===== src/inc/dcd_pkg.sv =====
/*
 holds the command codes, parameter field positions, reset values and table
 constants of the display configuration command decoder.
 assumes one core clock and a host that writes whole bytes with a strobe.
*/
package dcd_pkg;
   localparam logic [7:0] CMD_GRAY_ENABLE  = 8'h00;
   localparam logic [7:0] CMD_GRAY_TABLE   = 8'hB8;
   localparam logic [7:0] CMD_GRAY_LINEAR  = 8'hB9;
   localparam logic [7:0] CMD_PRECHARGE    = 8'hBB;
   localparam logic [7:0] CMD_DESELECT     = 8'hBE;
   localparam logic [7:0] CMD_CONTRAST     = 8'hC1;
   localparam logic [7:0] CMD_MASTER_CUR   = 8'hC7;
   localparam logic [7:0] CMD_MUX_RATIO    = 8'hCA;
   localparam logic [7:0] CMD_ENHANCE_B    = 8'hD1;
   localparam logic [7:0] CMD_LOCK         = 8'hFD;

   localparam logic [4:0] PRECHARGE_RESET  = 5'h17;
   localparam logic [2:0] DESELECT_RESET   = 3'h4;
   localparam logic [7:0] CONTRAST_RESET   = 8'h7F;
   localparam logic [3:0] MASTER_RESET     = 4'hF;
   localparam logic [6:0] MUX_RESET        = 7'h7F;
   localparam logic [6:0] MUX_MIN          = 7'h0F;
   localparam logic [1:0] ENH_B_RESET      = 2'h2;
   localparam logic [1:0] ENH_B_RESERVED   = 2'h0;
   localparam logic [7:0] ENH_B_SECOND     = 8'h20;
   localparam int         ENH_B_LSB        = 4;
   localparam int         LOCK_BIT         = 2;

   localparam int         GRAY_LEVELS      = 16;
   localparam logic [3:0] GRAY_LAST        = 4'hF;
   localparam logic [7:0] GRAY_STEP        = 8'h08;

   typedef enum logic [4:0] {
      ST_IDLE  = 5'b00001,
      ST_ONE   = 5'b00010,
      ST_GRAY  = 5'b00100,
      ST_ENH2  = 5'b01000,
      ST_SKIP  = 5'b10000
   } dcd_state_type;
endpackage


===== src/logic/dcd_decoder.sv =====
/*
 command decoder: takes host bytes, tracks parameter sequences and holds the
 configuration settings and gray tables.

 byte path
   a byte counts only when byte_strobe is high and chip_select_n is low.
   data_select low marks a command code, high marks a parameter byte.
   the command code is kept in cmd_reg so that later parameter bytes
   know which setting they belong to.
   a new command always restarts the sequencer, so a host that stops
   half way through a parameter list loses nothing but that list.

 sequencer states
   idle : nothing taken since reset; parameter bytes are dropped.
   one  : a single-parameter command waits for its byte.
   gray : the gray table command collects up to fifteen bytes.
   enh2 : the second byte of enhancement b, which is fixed and dropped.
   skip : parameters of unknown, finished or refused commands are dropped.

 settings
   precharge level      5 bits, upper bits of the byte are dont-care.
   deselect level       3 bits, upper bits of the byte are dont-care.
   segment current      full byte, every code is legal.
   master current       4 bits, scales all currents to (n+1)/16.
   mux ratio            7 bits, values below the floor are refused and
                        the old ratio stays in force.
   enhancement b mode   bits five and four of the first byte; the
                        reserved code is refused and the old mode stays.
   lock                 bit two of the lock parameter.

 lock behaviour
   while locked every command but the lock command is refused, and so
   are the parameters of refused commands.  a refused command still
   sends the sequencer to skip, so that stray parameters that follow it
   cannot land on the setting of an older command.
   the memory access flag is the inverse of the lock, one cycle late.

 gray tables
   the loaded table collects bytes for levels one to fifteen.
   nothing reaches the active table until the enable command, so a
   half-written table never shows on the output.
   the linear command rebuilds the active table from the step constant
   and also clears the custom flag.
   level zero of the active table is always zero.
   the loaded table is not cleared by the linear command, so a later
   enable brings the last loaded table back.

 outputs
   every output comes straight from a flip-flop.
   the width bus trails the active table by one cycle, so the widths
   show two cycles after the enable or linear command is taken.

 hazards and limits
   the host must keep gray widths increasing; the block stores what
   it is given and does not check the order.
   extra parameter bytes past the expected count are dropped.
   a byte taken in the same cycle as a command is impossible, since
   there is one strobe per byte.

 assumes byte_strobe is a one-cycle pulse per host byte, synchronous to core_clk.
 assumes reset is asynchronous, active high, and held for at least one edge.
 assumes the host drives the bus only from the core clock domain.
*/
`timescale 1ns/1ns
module dcd_decoder
   import dcd_pkg::*;
(
   input  wire logic        core_clk,
   input  wire logic        reset,
   input  wire logic        chip_select_n,
   input  wire logic        data_select,
   input  wire logic        byte_strobe,
   input  wire logic [7:0]  byte_data,
   output logic [4:0]       precharge_level,
   output logic [2:0]       common_deselect_level,
   output logic [7:0]       segment_current,
   output logic [3:0]       master_current,
   output logic [6:0]       mux_ratio,
   output logic [1:0]       enhance_b_mode,
   output logic             locked,
   output logic             gray_custom_active,
   output logic             memory_access_ok,
   output logic [127:0]     gray_level_widths
);
   dcd_state_type state_reg;
   logic [7:0]    cmd_reg;
   logic [3:0]    gray_idx_reg;
   logic [7:0]    load_tab_reg [1:15];
   logic [7:0]    act_tab_reg  [0:15];

   // byte qualification: chip select gates, lock filters commands
   wire take      = byte_strobe && !chip_select_n;
   wire is_cmd    = take && !data_select;
   wire is_par    = take && data_select;
   wire cmd_ok    = is_cmd && (!locked || byte_data == CMD_LOCK);
   wire par_ok    = is_par && (!locked || cmd_reg == CMD_LOCK);
   wire one_par   = state_reg == ST_ONE && par_ok;
   wire gray_par  = state_reg == ST_GRAY && par_ok;
   wire mux_valid = byte_data[6:0] >= MUX_MIN;
   wire enh_valid = byte_data[ENH_B_LSB+1:ENH_B_LSB] != ENH_B_RESERVED;

   // next sequencer state for each accepted command
   // a refused command still moves to skip, which drops its parameters
   // the gray state counts bytes through gray_idx_reg and ends at level 15
   dcd_state_type state_next;
   always_comb begin
      state_next = state_reg;
      if (cmd_ok) begin
         unique case (byte_data)
            CMD_GRAY_TABLE: state_next = ST_GRAY;
            CMD_PRECHARGE, CMD_DESELECT, CMD_CONTRAST, CMD_MASTER_CUR,
            CMD_MUX_RATIO, CMD_ENHANCE_B, CMD_LOCK: state_next = ST_ONE;
            default: state_next = ST_SKIP;
         endcase
      end else if (is_cmd) begin
         state_next = ST_SKIP;                                 // ignored while locked
      end else if (par_ok) begin
         unique case (state_reg)
            ST_ONE:  state_next = (cmd_reg == CMD_ENHANCE_B) ? ST_ENH2 : ST_SKIP;
            ST_GRAY: state_next = (gray_idx_reg == GRAY_LAST) ? ST_SKIP : ST_GRAY;
            ST_ENH2: state_next = ST_SKIP;                      // second byte fixed
            default: state_next = state_reg;
         endcase
      end
   end

   // sequencer and command latch
   // the level index restarts at one on every accepted command
   always_ff @(posedge core_clk or posedge reset) begin
      if (reset) begin
         state_reg    <= ST_IDLE;
         cmd_reg      <= 8'h00;
         gray_idx_reg <= 4'h1;
      end else begin
         state_reg <= state_next;
         if (cmd_ok) begin
            cmd_reg      <= byte_data;
            gray_idx_reg <= 4'h1;
         end else if (gray_par) begin
            gray_idx_reg <= gray_idx_reg + 4'h1;
         end
      end
   end

   // single-parameter settings; don't-care bits are dropped
   // refused values leave the old setting in place
   always_ff @(posedge core_clk or posedge reset) begin
      if (reset) begin
         precharge_level       <= PRECHARGE_RESET;
         common_deselect_level <= DESELECT_RESET;
         segment_current       <= CONTRAST_RESET;
         master_current        <= MASTER_RESET;
         mux_ratio             <= MUX_RESET;
         enhance_b_mode        <= ENH_B_RESET;
         locked                <= 1'b0;
      end else if (one_par) begin
         unique case (cmd_reg)
            CMD_PRECHARGE:  precharge_level       <= byte_data[4:0];
            CMD_DESELECT:   common_deselect_level <= byte_data[2:0];
            CMD_CONTRAST:   segment_current       <= byte_data;
            CMD_MASTER_CUR: master_current        <= byte_data[3:0];
            CMD_MUX_RATIO:  if (mux_valid) mux_ratio <= byte_data[6:0];
            CMD_ENHANCE_B:  if (enh_valid) begin
               enhance_b_mode <= byte_data[ENH_B_LSB+1:ENH_B_LSB];
            end
            CMD_LOCK:       locked <= byte_data[LOCK_BIT];
            default:        locked <= locked;
         endcase
      end
   end

   // loaded table, and active table switched by enable or linear commands
   // the active table holds the linear form out of reset
   always_ff @(posedge core_clk or posedge reset) begin
      if (reset) begin
         gray_custom_active <= 1'b0;
         for (int i = 1; i < GRAY_LEVELS; i++) load_tab_reg[i] <= 8'h00;
         for (int i = 0; i < GRAY_LEVELS; i++) begin
            act_tab_reg[i] <= (i < 2) ? 8'h00 : 8'((i - 1) * 8);
         end
      end else begin
         if (gray_par) load_tab_reg[gray_idx_reg] <= byte_data;
         if (cmd_ok && byte_data == CMD_GRAY_ENABLE) begin
            gray_custom_active <= 1'b1;
            act_tab_reg[0] <= 8'h00;
            for (int i = 1; i < GRAY_LEVELS; i++) act_tab_reg[i] <= load_tab_reg[i];
         end else if (cmd_ok && byte_data == CMD_GRAY_LINEAR) begin
            gray_custom_active <= 1'b0;
            for (int i = 0; i < GRAY_LEVELS; i++) begin
               act_tab_reg[i] <= (i < 2) ? 8'h00 : 8'((i - 1)) * GRAY_STEP;
            end
         end
      end
   end

   // memory access gate: the inverse of the lock, registered one cycle late
   always_ff @(posedge core_clk or posedge reset) begin
      if (reset) memory_access_ok <= 1'b1;
      else       memory_access_ok <= !locked;
   end

   // flattened active table, level n in bits 8n+7:8n
   // cleared during reset, linear from the first edge after release
   always_ff @(posedge core_clk or posedge reset) begin
      if (reset) gray_level_widths <= '0;
      else for (int i = 0; i < GRAY_LEVELS; i++) gray_level_widths[i*8 +: 8] <= act_tab_reg[i];
   end
endmodule


===== config.mk =====
export PLATFORM = sky130hd
export DESIGN_NAME = dcd_decoder
export DESIGN_NICKNAME = d
export VERILOG_FILES = /design/src/inc/dcd_pkg.sv /design/src/logic/dcd_decoder.sv
export SDC_FILE = /design/constraint.sdc
export NUM_CORES = 1
export LEC_CHECK = 0
export ABC_AREA = 1
export BUFFER_PORTS_ARGS = -buffer_cell sky130_fd_sc_hd__buf_4
export CELL_PAD_IN_SITES_DETAIL_PLACEMENT = 0
export CELL_PAD_IN_SITES_GLOBAL_PLACEMENT = 1
export CORE_AREA = 2 2 185 187
export CTS_BUF_LIST = sky130_fd_sc_hd__clkbuf_2
export CTS_CLUSTER_SIZE = 8
export DETAILED_ROUTE_END_ITERATION = 6
export DIE_AREA = 0 0 187 189
export GPL_TIMING_DRIVEN = 0
export PLACE_DENSITY = 0.87
export SLEW_MARGIN = 20
export SYNTH_ARGS = -nofsm -noshare
export SYNTH_HDL_FRONTEND = slang
export SYNTH_SLANG_ARGS = --single-unit
export TNS_END_PERCENT = 50

===== constraint.sdc =====
create_clock -name core_clk -period 32.1 [get_ports core_clk]
set_clock_uncertainty 0.15 [all_clocks]
set_input_delay 1.605 -clock core_clk [delete_from_list [all_inputs] [get_ports core_clk]]
set_output_delay 1.605 -clock core_clk [all_outputs]
set_load 0.005 [all_outputs]

# == Yosys cells after proc, flatten, opt, wreduce, memory -nomap -nowiden ==
# Cells that the tools add are included.
# word_totals
register_bits,425
output_inout_bits,160
elab_cells,115
# op_classes
add_sub_neg,1
order_cmp,3
n_eq_ne,20
mux,16
bitwise_logic,1
n_reduce_logical,30
# ops
op,count
$mux 128,2
$eq 8x8->1 const B,16
$bwmux 120,1
$demux 8 s4,1
$mux 5,5
$pmux 5 s3,1
$reduce_and 2->1,6
$logic_and 1x1->1,10
$pmux 5 s2,1
$logic_not 8->1,1
$mux 4,2
$mux 8,1
$ge 7x4->1 const B,1
$reduce_or 7->1,1
$reduce_and 3->1,2
$reduce_bool 2->1,3
$eq 5x2->1 const B,1
$eq 5x3->1 const B,1
$eq 5x4->1 const B,1
$ge 5x5->1 const B,1
$lt 5x1->1 const B,1
$not 4->5,1
$reduce_bool 5->1,1
$add 4x1->4 const B,1
other kinds (5),9

# == Longest topological paths before layout ==
# depth
ltp_word,7
mapped_depth,13
mapped_depth_nobuf,11

# == Worst setup path after synthesis ==
# Ideal clock, no wire load.
# synth_timing
path_type,input -> register
startpoint,input byte_strobe
endpoint,register load_tab_reg[0] (netlist name)
setup_ns,0.133
arrival_ns,2.781
required_ns,31.817
path_slack_ns,29.036
path_stages,9
path_buffers,2
path_cell_list,inv_1 nor3b_1 nand2_2 nor2_4 buf_12 nand3_4 buf_6 nand2_1 o21ai_0
# synth_via
elab_chain_len,4
# synth_rtl
element,line_no,rtl
"start, declared",dcd_decoder.sv:72,"input wire logic byte_strobe,"
$logic_and 1x1->1,dcd_decoder.sv:92,wire take = byte_strobe && !chip_select_n;
$logic_and 1x1->1,dcd_decoder.sv:94,wire is_par = take && data_select;
$logic_and 1x1->1,dcd_decoder.sv:96,wire par_ok = is_par && (!locked || cmd_reg == CMD_LOCK);
$logic_and 1x1->1,dcd_decoder.sv:98,wire gray_par = state_reg == ST_GRAY && par_ok;
"end signal, assigned by index",dcd_decoder.sv:182,if (gray_par) load_tab_reg[gray_idx_reg] <= byte_data;
"end, declared",dcd_decoder.sv:88,logic [7:0] load_tab_reg [1:15];
# No other way between the ends.
# A chain may end at the register's enable or synchronous reset.

# == Worst setup path after layout ==
# layout_timing
startpoint,register segment_current[2]
endpoint,output segment_current[2]
# layout_rtl
element,line_no,rtl
"start, declared",dcd_decoder.sv:76,"output logic [7:0] segment_current,"
"start signal, assigned",dcd_decoder.sv:160,CMD_CONTRAST: segment_current <= byte_data;
# No word-level cell between the ends.

==> results by group <==
Worst setup path
  • Crit path kind: register to primary output
  • CP Max Fanout: 2
  • R2r startpoint: cmd_reg[3]
  • Cell Chain, Critical Path: buf_4
  • Worst path max stage delay: 0.56 ns
  • WP data required: 30.34 ns
  • CP max stage cell: dfstp_2
  • CP startpoint kind: register
  • CP startpoint: segment_current[2]
  • Critical path arrival: 1.62 ns
  • Critical path's top delay family: flip-flops
  • Crit path buffers/inverters: 1
  • Critical path endpoint category: primary output

Timing
  • F_max: 0.297 GHz
  • Post-route setup slack: 28.73 ns
  • Min cycle time layout: 3.37 ns
  • Final Hold Fails: 0
  • Slew at the pin with the worst max-slew slack: 0.898 ns
  • Final setup vio count: 0
  • Setup_tns: 0 ns
  • RSZ-0062 raised after global routing: no
  • Fin crit share: 0.105
  • Slew HR: 0.401
  • Slew Viols, Final: 0

Synth
  • Yosys Warn Count: 0
  • Register area share after synthesis: 0.698
  • Top-area cell type share of the netlist area: 0.600
  • Cell types occupying the most area after synthesis: dfrtp_1, nand2_1, dfstp_2
  • Mapped Cells: 1,416
  • Mean Syn Cell Area: 10.4 µm²
  • Post-synth top area cell: dfrtp_1
  • Yosys cell types: 33
  • Post-Syn Area: 14,800 µm²
  • Yosys reg bits: 409

Final layout
  • Final Util: 0.531
  • Growth of design area from synthesis to finish: 19.6%
  • Nets: 1,709
  • Fraction of layout cells with a size suffix above 1: 0.258
  • Filler Cell Count: 3,087

Floorplanning
  • Area of the core: 33,300 µm²
  • I/O Pins: 173
  • Die extent in x: 187 µm
  • Die outline height: 189 µm
  • Rows: 67
  • Starting Density: 0.444
  • Die ar.: 35,300 µm²

Flow run
  • Max cap viols: 0

Power and ir drop
  • Power density over cell area: 50.6 nW/µm²
  • Power Total: 894 µW
  • Worst VDD drop: 0.0000235 V
  • P_leak: 0.00949 µW

Clock network
  • Hold Buf Count CTS: 0
  • Resized Gates After CTS: 0
  • TritonCTS sink count: 409
  • Clock transition at the registers of the reported paths: 0.12 ns
  • CTS tree: done
  • CTS max path bufs: 3
  • Clock Tree Root: clkbuf_2
  • Skew-Pair Late Insertion Delay: 0.95 ns
  • Post-CTS setup buffers: 0
  • CTS Buf Count: 100
  • Htree depth: 3

Global routing
  • Vias in the first global route: 10.5k
  • First-pass GRT wire length: 53,700 µm
  • Largest net degree at the start of global routing: 116
  • Gr usage total: 0.193
  • Initial antenna violation count: 1
  • Grt total ovfl: 0

Placement
  • Pre-CTS WS: 28.32 ns
  • DP HPWL: 21,800 µm
  • IO Port Bufs: 164
  • Gpl congestion: 0.798

Worst hold path
  • Hold wc startpoint: act_tab_reg[93]
  • Hold Path Class: register to register

Route
  • Residual DRC: 0
  • Antenna Violating Nets Remaining: 0
  • WL/cell: 14.7 µm
  • Via/cell ratio: 4.61
  • Final WL: 32,700 µm
  • Detailed-router iteration count before antenna repair: 5
  • Starting DRT DRC Count: 693
  • Vias after detailed routing: 10.3k

Status
  • Status: completed
[routing by layer]
layer / routed length (µm) / GRT usage / up-vias
li1: - / - / 5007
met1: 14600 / 0.251 / 4929
met2: 15500 / 0.313 / 272
met3: 1980 / 0.0510 / 56
met4: 676 / 0.0726 / 0
met5: 0 / 0 / -
[synth_stat cells]
| cell | count |
|---|---|
| a21oi_1 | 3 |
| buf_12 | 1 |
| buf_2 | 9 |
| buf_4 | 16 |
| buf_6 | 16 |
| clkbuf_1 | 21 |
| conb_1 | 1 |
| dfrtp_1 | 354 |
| dfstp_2 | 55 |
| ha_1 | 4 |
| inv_1 | 92 |
| inv_2 | 1 |
| nand2_1 | 577 |
| nand2_2 | 4 |
| nand2_4 | 1 |
| nand3_1 | 24 |
| nand3_4 | 5 |
| nand3b_1 | 1 |
| nand4_1 | 7 |
| nor2_1 | 33 |
| nor2_2 | 1 |
| nor2_4 | 1 |
| nor3_1 | 5 |
| nor3_2 | 1 |
| nor3b_1 | 1 |
| nor4_1 | 1 |
| o21ai_0 | 144 |
| o21ai_1 | 6 |
| o21ai_2 | 2 |
| or2_0 | 5 |
| or2_1 | 5 |
| or2_2 | 18 |
| xor2_1 | 1 |
[power by group]
group	total, µW	internal, µW	switching (µW)
Clock	353	149	204
Sequential	517	516	0.801
Combinational	24.2	4.67	19.5
Total	894	670	224
[area by class of cell]
type	instances	area [µm²]	area share
flip-flops and latches	409	10300	0.583
repair buffers	167	1310	0.0744
plain buffers	63	444	0.0252
clock buffers	148	741	0.0419
well taps	448	561	0.0317
clock inverters	38	240	0.0136
multi-input cells	858	3700	0.209
diodes	1	2.50	0.000142
inverters	93	357	0.0202
[worst reg2reg max path, cell delays in order, from the launching register on]
cell     delay (ns)
dfrtp_1        0.43
nand2_1        0.10
nor2_1         0.12
nand2_1        0.10
nand2_2        0.09
nand2_2        0.07
nor2_4         0.29
nand3_1        0.39
buf_6          0.28
nand2_1        0.05
o21ai_0        0.07
[cell families after synthesis]
kind of cell / after synthesis / share of synthesized area
XOR/XNOR: 1 / 0.000593
AND/OR/NAND/NOR: 690 / 0.191
adder cells (fa/ha/maj): 4 / 0.00339
buffers and inverters: 156 / 0.0537
AO/OA/AOI/OAI: 155 / 0.0530
flip-flops: 409 / 0.698
other: 1 / 0.000254
[placed cells by master, fill, tap and decap left out, types with 6 or more instances in the layout]
cell      Yosys  layout
nor2_1       33      33
buf_2         9       9
o21ai_0     144     144
nand3_1      24      24
dfrtp_1     354     354
nand4_1       7       7
o21ai_1       6       6
or2_2        18      18
buf_4        16     180
dfstp_2      55      55
clkinv_1      0      26
nand2_1     577     577
conb_1        1       8
clkbuf_2      0     148
inv_1        92      91
clkbuf_1     21      21
buf_6        16      16
[through the flow]
step                      cells  instance area [µm²]  hold slack (ns)
after floorplan            1423                14800            0.204
after global placement     2035                16600            0.212
after detailed placement   2038                16700            0.209
after CTS                  2224                17700            0.186
after global routing       2225                17700            0.182
final                      2225                17700            0.219
[worst paths after layout]
| path | end | slack, ns | cells after the start |
|---|---|---|---|
| hold reg to reg | gray_level_widths[37] | 0.22 | 0 |
| max in group asynchronous | act_tab_reg[46] | 29.80 | 4 |
| min in group asynchronous | load_tab_reg[87] | 0.62 | 2 |
| setup / recovery | segment_current[2] | 28.73 | 1 |
| setup reg to reg | load_tab_reg[40] | 29.82 | 10 |
| hold / removal | gray_level_widths[37] | 0.22 | 0 |
Note: power is estimated with default switching activity, not from simulation.
